`src/dsq_pkg.sv`:
```
// Shared constants and types for the delta-sigma conversion sequencer
package dsq_pkg;

	// Converter clock
	localparam int CLK_HZ = 10_000_000;
	localparam int CLK_PERIOD_NS = 100;

	// Output rates at the two resolutions, samples per second
	localparam int SPS_HI = 192_000;
	localparam int SPS_LO = 384_000;

	// Clocks per conversion; fastest rate, so the period rounds up
	localparam int DEC_HI = (CLK_HZ + SPS_HI - 1) / SPS_HI;
	localparam int DEC_LO = (CLK_HZ + SPS_LO - 1) / SPS_LO;

	// Phase counter width and last phase of each conversion
	localparam int PH_W = 6;
	localparam logic [PH_W-1:0] LAST_HI = PH_W'(DEC_HI - 1);
	localparam logic [PH_W-1:0] LAST_LO = PH_W'(DEC_LO - 1);

	// Sinc4 accumulator width: holds DEC_HI**4 without loss
	localparam int ACC_W = 23;

	// Result width and scaling of the filter output
	localparam int RES_W = 12;
	localparam int SH_HI = 11;
	localparam int SH_LO = 11;
	localparam logic [RES_W-1:0] MAX_HI = 12'hFFF;
	localparam logic [RES_W-1:0] MAX_LO = 12'h0FF;

	// Conversions that only prime the filter before a valid one
	localparam logic [2:0] PRIME_N = 3'h3;
	localparam logic [2:0] CNT_SAT = 3'h4;

	// Result buffer depth
	localparam int FIFO_DEPTH = 8;

	// Operating modes as selected on mode_i
	typedef enum logic [1:0] {
		MODE_SINGLE = 2'h0,
		MODE_MULTI = 2'h1,
		MODE_CONT = 2'h2,
		MODE_TURBO = 2'h3
	} dsq_mode_t;

	// Sequencer states, Gray along standby, run, hold
	typedef enum logic [1:0] {
		ST_IDLE = 2'h0,
		ST_CONV = 2'h1,
		ST_HOLD = 2'h3
	} dsq_state_t;

endpackage : dsq_pkg

```
`src/dsq_fifo_if.sv`:
```
// Handshake bundle between the sequencer and its result buffer
`timescale 1ns/1ps
`default_nettype none

interface dsq_fifo_if;
	logic in_valid; // Sequencer offers a result
	logic in_ready; // Buffer has room
	logic [dsq_pkg::RES_W-1:0] in_data; // Offered result
	logic out_valid; // Buffer holds a result
	logic out_ready; // Sequencer takes the head
	logic [dsq_pkg::RES_W-1:0] out_data; // Head of the buffer

	// Sequencer end: fills and drains
	modport user (
		output in_valid, in_data, out_ready,
		input in_ready, out_valid, out_data
	);

	// Buffer end
	modport fifo (
		input in_valid, in_data, out_ready,
		output in_ready, out_valid, out_data
	);
endinterface : dsq_fifo_if

`default_nettype wire

```
`src/dsq_seq.sv`:
```
// Delta-sigma conversion sequencer with sinc4 decimator and result buffer
`timescale 1ns/1ps
`default_nettype none

// How it works
// RULE_01: Four modes: single, multi, continuous, turbo.
// RULE_02: Start bit or hardware trigger begins conversion.
// RULE_03: Completion sets flag; output high until read.
// RULE_04: Single mode idles in standby until triggered.
// RULE_05: Single trigger: four conversions, fourth valid.
// RULE_06: After transfer, single returns to standby.
// RULE_07: Continuous: first result after three priming periods.
// RULE_08: Software must not switch inputs in continuous.
// RULE_09: Multi mode clears and reprimes filter per sample.
// RULE_10: Multi mode starts next sample automatically.
// RULE_11: After input switch, data invalid until fourth.
// RULE_12: 12-bit at 192 ksps, 8-bit at 384 ksps.
// RULE_13: Decimator sets resolution and sample rate.
// RULE_14: Decimator turns bitstream into parallel words.
// RULE_15: Four-stage sinc decimation filter.
// RULE_16: Software polls flag or uses completion output.
// RULE_17: Reset: standby, flags clear, result held; the code clears the result to zero.
module dsq_seq
	import dsq_pkg::*;
(
	input wire logic clk_i,
	input wire logic resetn_i,
	input wire logic [1:0] mode_i,
	input wire logic res8_i,
	input wire logic start_i,
	input wire logic stop_i,
	input wire logic trig_i,
	input wire logic mod_bit_i,
	input wire logic mux_switch_i,
	input wire logic rd_i,
	input wire logic clr_done_i,
	output logic [RES_W-1:0] result_o,
	output logic eoc_o,
	output logic done_o,
	output logic standby_o
);

	// Whole sequencer state
	typedef struct packed {
		dsq_state_t state; // Sequencer state
		dsq_mode_t mode; // Mode caught at start
		logic fast; // 8-bit fast decimation in use
		logic standby; // Standby indication
		logic [PH_W-1:0] phase; // Clock within conversion
		logic [2:0] cnt; // Conversions since priming began
		logic [ACC_W-1:0] i1; // Integrator stages
		logic [ACC_W-1:0] i2;
		logic [ACC_W-1:0] i3;
		logic [ACC_W-1:0] i4;
		logic [ACC_W-1:0] d1; // Comb delays
		logic [ACC_W-1:0] d2;
		logic [ACC_W-1:0] d3;
		logic [ACC_W-1:0] d4;
		logic trig_s1; // Trigger pin synchroniser
		logic trig_s2;
		logic trig_s3; // Previous level, for the edge
		logic mod_s1; // Bitstream pin synchroniser
		logic mod_s2;
		logic [RES_W-1:0] oreg; // Result seen by the reader
		logic ofull; // Result waiting to be read
		logic done; // Sticky completion flag
		logic [7:0] since; // Run clocks since start
	} dsq_st_t;

	dsq_st_t s;
	dsq_st_t next_s;
	dsq_fifo_if fif ();

	logic trig_rise; // Synchronised trigger edge
	logic go; // Start request of either kind
	logic [PH_W-1:0] last; // Last phase of this conversion
	logic conv_end; // Conversion period ends now
	logic emit; // This conversion yields a result
	logic adv; // Filter may advance this cycle
	logic take; // Output register loads from buffer
	logic [ACC_W-1:0] c1; // Comb outputs
	logic [ACC_W-1:0] c2;
	logic [ACC_W-1:0] c3;
	logic [ACC_W-1:0] c4;
	logic [ACC_W-1:0] scaled; // Filter output after shift
	logic [RES_W-1:0] sample; // Clamped result word

	// Result buffer between filter and reader
	dsq_fifo #(
		.W(RES_W),
		.DEPTH(FIFO_DEPTH)
	) u_fifo (
		.clk_i(clk_i),
		.resetn_i(resetn_i),
		.f(fif.fifo)
	);

	// Trigger and start decode
	assign trig_rise = s.trig_s2 && !s.trig_s3;
	assign go = start_i || trig_rise; // RULE_02

	// Conversion length picks the output rate
	assign last = s.fast ? LAST_LO : LAST_HI; // RULE_12 RULE_13
	assign conv_end = (s.phase == last);
	assign emit = conv_end && (s.cnt >= PRIME_N); // RULE_05 RULE_07 RULE_11

	// A full buffer freezes the filter rather than losing a result
	assign adv = !(emit && !fif.in_ready);

	// Comb section runs on the decimated value
	always_comb begin
		c1 = s.i4 - s.d1; // RULE_15
		c2 = c1 - s.d2;
		c3 = c2 - s.d3;
		c4 = c3 - s.d4;
		scaled = s.fast ? (c4 >> SH_LO) : (c4 >> SH_HI); // RULE_13
		if (s.fast) begin
			sample = (scaled > ACC_W'(MAX_LO)) ? MAX_LO : scaled[RES_W-1:0];
		end else begin
			sample = (scaled > ACC_W'(MAX_HI)) ? MAX_HI : scaled[RES_W-1:0];
		end
	end

	// Buffer fill and drain handshakes
	assign fif.in_valid = (s.state == ST_CONV) && emit && !stop_i; // RULE_14
	assign fif.in_data = sample;
	assign fif.out_ready = !s.ofull || rd_i;
	assign take = fif.out_valid && fif.out_ready;

	// Next state of the whole sequencer
	always_comb begin
		next_s = s;
		// Two flops before any logic reads the pins
		next_s.trig_s1 = trig_i;
		next_s.trig_s2 = s.trig_s1;
		next_s.trig_s3 = s.trig_s2;
		next_s.mod_s1 = mod_bit_i;
		next_s.mod_s2 = s.mod_s1;

		case (s.state)
			ST_IDLE: begin
				// Standby until a start request
				next_s.standby = 1'b1; // RULE_04
				if (go) begin // RULE_02
					next_s.state = ST_CONV;
					next_s.standby = 1'b0;
					next_s.mode = dsq_mode_t'(mode_i); // RULE_01
					next_s.fast = res8_i || (mode_i == MODE_TURBO);
					next_s.phase = '0;
					next_s.cnt = '0;
					next_s.since = '0;
					next_s.i1 = '0;
					next_s.i2 = '0;
					next_s.i3 = '0;
					next_s.i4 = '0;
					next_s.d1 = '0;
					next_s.d2 = '0;
					next_s.d3 = '0;
					next_s.d4 = '0;
				end
			end
			ST_CONV: begin
				if (stop_i) begin
					// Abort, keep the last result
					next_s.state = ST_IDLE;
					next_s.standby = 1'b1;
				end else if (adv) begin
					// Integrators run at the bitstream rate
					next_s.i1 = s.i1 + ACC_W'(s.mod_s2); // RULE_14 RULE_15
					next_s.i2 = s.i2 + s.i1;
					next_s.i3 = s.i3 + s.i2;
					next_s.i4 = s.i4 + s.i3;
					next_s.phase = conv_end ? '0 : s.phase + 1'b1;
					if (s.since != 8'hFF) begin
						next_s.since = s.since + 8'h01;
					end
					if (conv_end) begin
						// Decimate: update comb delays
						next_s.d1 = s.i4;
						next_s.d2 = c1;
						next_s.d3 = c2;
						next_s.d4 = c3;
						if (s.cnt != CNT_SAT) begin
							next_s.cnt = s.cnt + 3'h1;
						end
					end
					if (emit) begin
						case (s.mode)
							MODE_SINGLE: begin
								next_s.state = ST_HOLD; // RULE_05
							end
							MODE_MULTI, MODE_TURBO: begin
								// Fresh filter, next sample at once
								next_s.cnt = '0; // RULE_09 RULE_10
								next_s.phase = '0;
								next_s.i1 = '0;
								next_s.i2 = '0;
								next_s.i3 = '0;
								next_s.i4 = '0;
								next_s.d1 = '0;
								next_s.d2 = '0;
								next_s.d3 = '0;
								next_s.d4 = '0;
							end
							default: begin
								// Continuous keeps the filter primed
								next_s.state = ST_CONV; // RULE_07
							end
						endcase
					end
				end
				// Input switched: restart priming count
				if (mux_switch_i && !stop_i) begin
					next_s.cnt = '0; // RULE_11
				end
			end
			ST_HOLD: begin
				// Back to standby once the last result is read
				if (rd_i && s.ofull && !fif.out_valid) begin
					next_s.state = ST_IDLE; // RULE_06
					next_s.standby = 1'b1;
				end
			end
			default: begin
				next_s.state = ST_IDLE;
				next_s.standby = 1'b1;
			end
		endcase

		// Reader side: loading wins over a read in the same cycle
		if (take) begin
			next_s.oreg = fif.out_data; // RULE_17
			next_s.ofull = 1'b1; // RULE_03
		end else if (rd_i) begin
			next_s.ofull = 1'b0; // RULE_03
		end
		// Sticky flag: a new completion beats a clear
		if (take) begin
			next_s.done = 1'b1; // RULE_16
		end else if (clr_done_i) begin
			next_s.done = 1'b0;
		end
	end

	// State register; reset lands in standby
	always_ff @(posedge clk_i or negedge resetn_i) begin
		if (!resetn_i) begin
			s <= '0; // RULE_17
			s.standby <= 1'b1;
		end else begin
			s <= next_s;
		end
	end

	// Outputs come straight from the state register
	assign result_o = s.oreg;
	assign eoc_o = s.ofull; // RULE_03 RULE_16
	assign done_o = s.done;
	assign standby_o = s.standby;

	// Checks
	localparam int LAT_HI = 4 * DEC_HI - 1;
	localparam int LAT_LO = 4 * DEC_LO - 1;
endmodule : dsq_seq

`default_nettype wire

```
`src/dsq_fifo.sv`:
```
// Result buffer: flip-flop FIFO with valid and ready on both sides
`timescale 1ns/1ps
`default_nettype none

module dsq_fifo
	import dsq_pkg::*;
#(
	parameter int W = RES_W,
	parameter int DEPTH = FIFO_DEPTH
) (
	input wire logic clk_i,
	input wire logic resetn_i,
	dsq_fifo_if.fifo f
);
	localparam int AW = $clog2(DEPTH);
	localparam int CW = $clog2(DEPTH + 1);

	// Whole buffer state
	typedef struct packed {
		logic [DEPTH-1:0][W-1:0] mem; // Storage words
		logic [AW-1:0] wr; // Write index
		logic [AW-1:0] rd; // Read index
		logic [CW-1:0] cnt; // Words held
	} dsq_fifo_st_t;

	dsq_fifo_st_t s;
	dsq_fifo_st_t next_s;
	logic push; // Word enters this cycle
	logic pop; // Word leaves this cycle

	// Honest flags straight from the count
	assign f.in_ready = (s.cnt != CW'(DEPTH));
	assign f.out_valid = (s.cnt != '0);
	assign f.out_data = s.mem[s.rd];
	assign push = f.in_valid && f.in_ready;
	assign pop = f.out_valid && f.out_ready;

	// Next state of pointers, count and storage
	always_comb begin
		next_s = s;
		if (push) begin
			next_s.mem[s.wr] = f.in_data;
			next_s.wr = s.wr + 1'b1;
		end
		if (pop) begin
			next_s.rd = s.rd + 1'b1;
		end
		if (push && !pop) begin
			next_s.cnt = s.cnt + 1'b1;
		end else if (pop && !push) begin
			next_s.cnt = s.cnt - 1'b1;
		end
	end

	// State register
	always_ff @(posedge clk_i or negedge resetn_i) begin
		if (!resetn_i) begin
			s <= '0;
		end else begin
			s <= next_s;
		end
	end

endmodule : dsq_fifo

`default_nettype wire

```
`config.mk`:
```
export PLATFORM = sky130hd
export DESIGN_NAME = dsq_seq
export DESIGN_NICKNAME = d
export VERILOG_FILES = /design/src/dsq_pkg.sv /design/src/dsq_fifo_if.sv /design/src/dsq_seq.sv /design/src/dsq_fifo.sv
export SDC_FILE = /design/constraint.sdc
export NUM_CORES = 1
export LEC_CHECK = 0
export BUFFER_PORTS_ARGS = -buffer_cell sky130_fd_sc_hd__buf_2
export CAP_MARGIN = 20
export CORE_MARGIN = 2
export CORE_UTILIZATION = 58
export DETAILED_ROUTE_END_ITERATION = 10
export PLACE_DENSITY = 0.77
export SLEW_MARGIN = 15
export SYNTH_ARGS = -nofsm -noshare
export SYNTH_HDL_FRONTEND = slang
export SYNTH_SLANG_ARGS = --single-unit
```
`constraint.sdc`:
```
create_clock -name clk_i -period 7.45 [get_ports clk_i]
set_clock_uncertainty 0.15 [all_clocks]
set_input_delay 2.235 -clock clk_i [delete_from_list [all_inputs] [get_ports clk_i]]
set_output_delay 2.235 -clock clk_i [all_outputs]
set_load 0.005 [all_outputs]
```
==> metrics <==
DR vias around 16000; Mapped Nets between 2000 and 2500; Floorplan Core Area approximately 34000 um2; category of the critical setup timing path register to register; via count of the first global-routing pass 15930; worst hold path startpoint next_s[25]; antenna violations before repair 0; first-pass GRT wire length between 70000 and 80000 um; synth-to-layout area growth 11.70%; hold worst-path end next_s[24]; highest clock rate between 0.1 and 0.15 GHz; final setup vio count 0; setup slack of the most critical reg-to-reg path 230 ps; Horiz. Die Dim about 190 um; share of layout cells above drive strength 1 approximately an eighth; max-capacitance violation count 0; CTS tree built; Max Buffers Root-to-Sink 3; weighted congestion at the end of routability-driven global placement roughly 0.86; outcome finished, final reports clean; number of design rule violations left after detail routing 0; cell seen most often among critical-path stages sky130_fd_sc_hd__ha_1; count of synthesis-stage warnings from yosys 0; clk_lat worst skew ~550 ps; instance count along the most critical hold path 0; grt total ovfl 0; detailed-routing iteration count for the pre-antenna-repair pass 5; crit path DAT ~7500 ps; initial detailed-routing violation count 966; largest net degree at the start of global routing 140; Synth Area per Inst just over 9 um2; library cells used by synthesis 74; Root Buffer Master sky130_fd_sc_hd__clkbuf_16; Mapped Cells roughly 2200; port buffer count 26; Ant. Diodes 0; combined global-route utilization of all metal layers between 20% and 30%; non-filler instance count after layout 2695; primary flip-flop cell chosen by synthesis mapping sky130_fd_sc_hd__dfrtp_1; Worst Setup End Kind register; transition at the pin with the smallest max-transition slack roughly 1100 ps; Worst R2R End u_fifo.s[75]; clock buffers created by TritonCTS 37; Slew Limit Fails 0; PnR worst setup slack 229.5 ps; sequential element share of the synthesized area 39.97%; Hold/Removal Path Class register to register; # rows 68; Antenna Violating Nets Remaining 0; dominant cells by area after synthesis sky130_fd_sc_hd__dfrtp_1 (40%), sky130_fd_sc_hd__ha_1 (10%), sky130_fd_sc_hd__nand2_1 (5.8%); final number of hold-violating endpoints 0; cell type contributing the most total cell area after synthesis sky130_fd_sc_hd__dfrtp_1; required time at the worst-slack endpoint approximately 7700 ps; post-synthesis instance area around 20000 um2; total number of H-tree levels 2; total number of clock tree sinks about 320; fraction of post-synthesis cell area in the top cell type by area between 30% and 40%; initial core utilization around 59%; routed wirelength normalized by instance count approximately 17 um; Total Routed Length ~45000 um; final-layout worst hold slack roughly 200 ps; R2R Path Start s[119]; Die Y-Extent 191.0 um; most common cell after layout, fill and taps aside sky130_fd_sc_hd__dfrtp_1; number of enable-type register cells in the synthesized netlist 0; clock slew at reported path FFs 60 ps; most frequent cells in the layout sky130_fd_sc_hd__dfrtp_1 (323), sky130_fd_sc_hd__nand2_1 (315), sky130_fd_sc_hd__o21ai_0 (175); half-perimeter wire length after placement just under 30000 um; hold buffer count at cts 0; area of placed instances around 21000 um2; net count reported at finish roughly 2400; cell with the largest stage delay on the worst path sky130_fd_sc_hd__fa_2; final std cell area, no fill roughly 23000 um2; crit share post-route between 90% and 100%; number of vias per cell between 5 and 6; CP startpoint kind register; flip-flop and latch count after synthesis between 300 and 400; slowest cell delay on critical path approximately 580 ps; post-layout minimum cycle time a little over 7000 ps; cell depth of the worst flop-to-flop path 32; worst rel slew slack between 20% and 30%; CP Max Fanout 8; count of boundary I/O pins 27; post-synthesis async set-or-reset flop share 100.0%; Die Outline Area ~36000 um2; post-placement worst setup slack -243.7 ps; number of cells after detailed placement 2610
-- cell usage after synthesis, drive strengths merged, types with 15 or more instances --
cell      n
buf      24
nor3     22
nor2    126
nor2b    20
mux2     38
a211oi   19
nand2   316
a21oi   176
o21bai   18
a21o     48
xor2     47
o31ai    30
o21a     20
xnor2    87
and3     24
a31oi    15
nand3    37
dfrtp   323
ha      164
a22o     41
nand2b   18
clkbuf   71
o21ai   206
mux4     24
inv     137
nand4    16
-- critical path, delay by kind of cell, from the launching register on --
family          cells  cell delay, ps
compound gates     13            2640
xor+xnor            4             620
fa+ha+maj           5            1720
buf+inv             3             280
flops               1             360
mux                 1             280
simple gates        6            1040
-- registers in the layout (all words and copies together), names as in the netlist --
| name | count |
|---|---|
| standby_o | 1 |
| u_fifo.s | 106 |
| s | 200 |
| result_o | 12 |
| next_s | 3 |
| eoc_o | 1 |
| done_o | 1 |
-- cells by family (layout without fill, tap and decap cells) --
group | count (synthesis) | in the layout | share of synthesized area (%)
DFF | 324 | 324 | 39.97
xor gates and xnor gates | 136 | 136 | 6.080
muxes | 76 | 76 | 5.464
adders and majority gates | 171 | 171 | 10.80
and+or+nand+nor | 626 | 626 | 13.64
AOI/OAI and AO/OA | 631 | 631 | 19.47
buffers and inverters | 233 | 276 | 4.570
-- metrics by stage --
stage	util, %	TNS, ps
finish	65.77	0
global route	65.77	-6659
CTS	64.45	0
detailed placement	60.48	-12400
global placement	60.48	-2485
floorplan	-	0
-- worst max-delay path by stage --
| stage | depth (start not counted) | from | end |
|---|---|---|---|
| 6_report | 32 | s[119] | u_fifo.s[75] |
| 5_1_grt | 35 | s[97] | u_fifo.s[36] |
| 4_1_cts | 35 | s[97] | u_fifo.s[75] |
| 3_5_place_dp | 34 | s[97] | u_fifo.s[75] |
| 3_3_place_gp | 34 | s[97] | u_fifo.s[94] |
| 2_1_floorplan | 34 | s[120] | u_fifo.s[100] |
-- what timing repair did --
action / 4_1_cts / 5_1_grt
buffers inserted: 3 / 12
hold endpoints to repair: 0 / 0
gates resized for setup: 5 / 74
pin swaps: 1 / 30
setup endpoints to repair: 72 / 96
-- area by class of cell --
class	count	area, um2
Fill cell	2625	11800
Multi-Input combinational cell	1640	11620
Sequential cell	324	8109
Clock buffer	51	1059
Tap cell	455	569.3
Timing Repair Buffer	71	524.3
Inverter	138	518.0
Clock inverter	16	264.0
-- layer usage --
metal  global-route usage, %  up-vias  wire [um]
li1                        -     7792          -
met3                   2.956       72       1653
met1                   29.25     7764      18490
met4                   7.126        0        960
met5                       0        -          0
met2                   46.29      328      23490
Power is not shown: default switching activity piles up to over one toggle a cycle in this logic, so the estimate is an artifact.
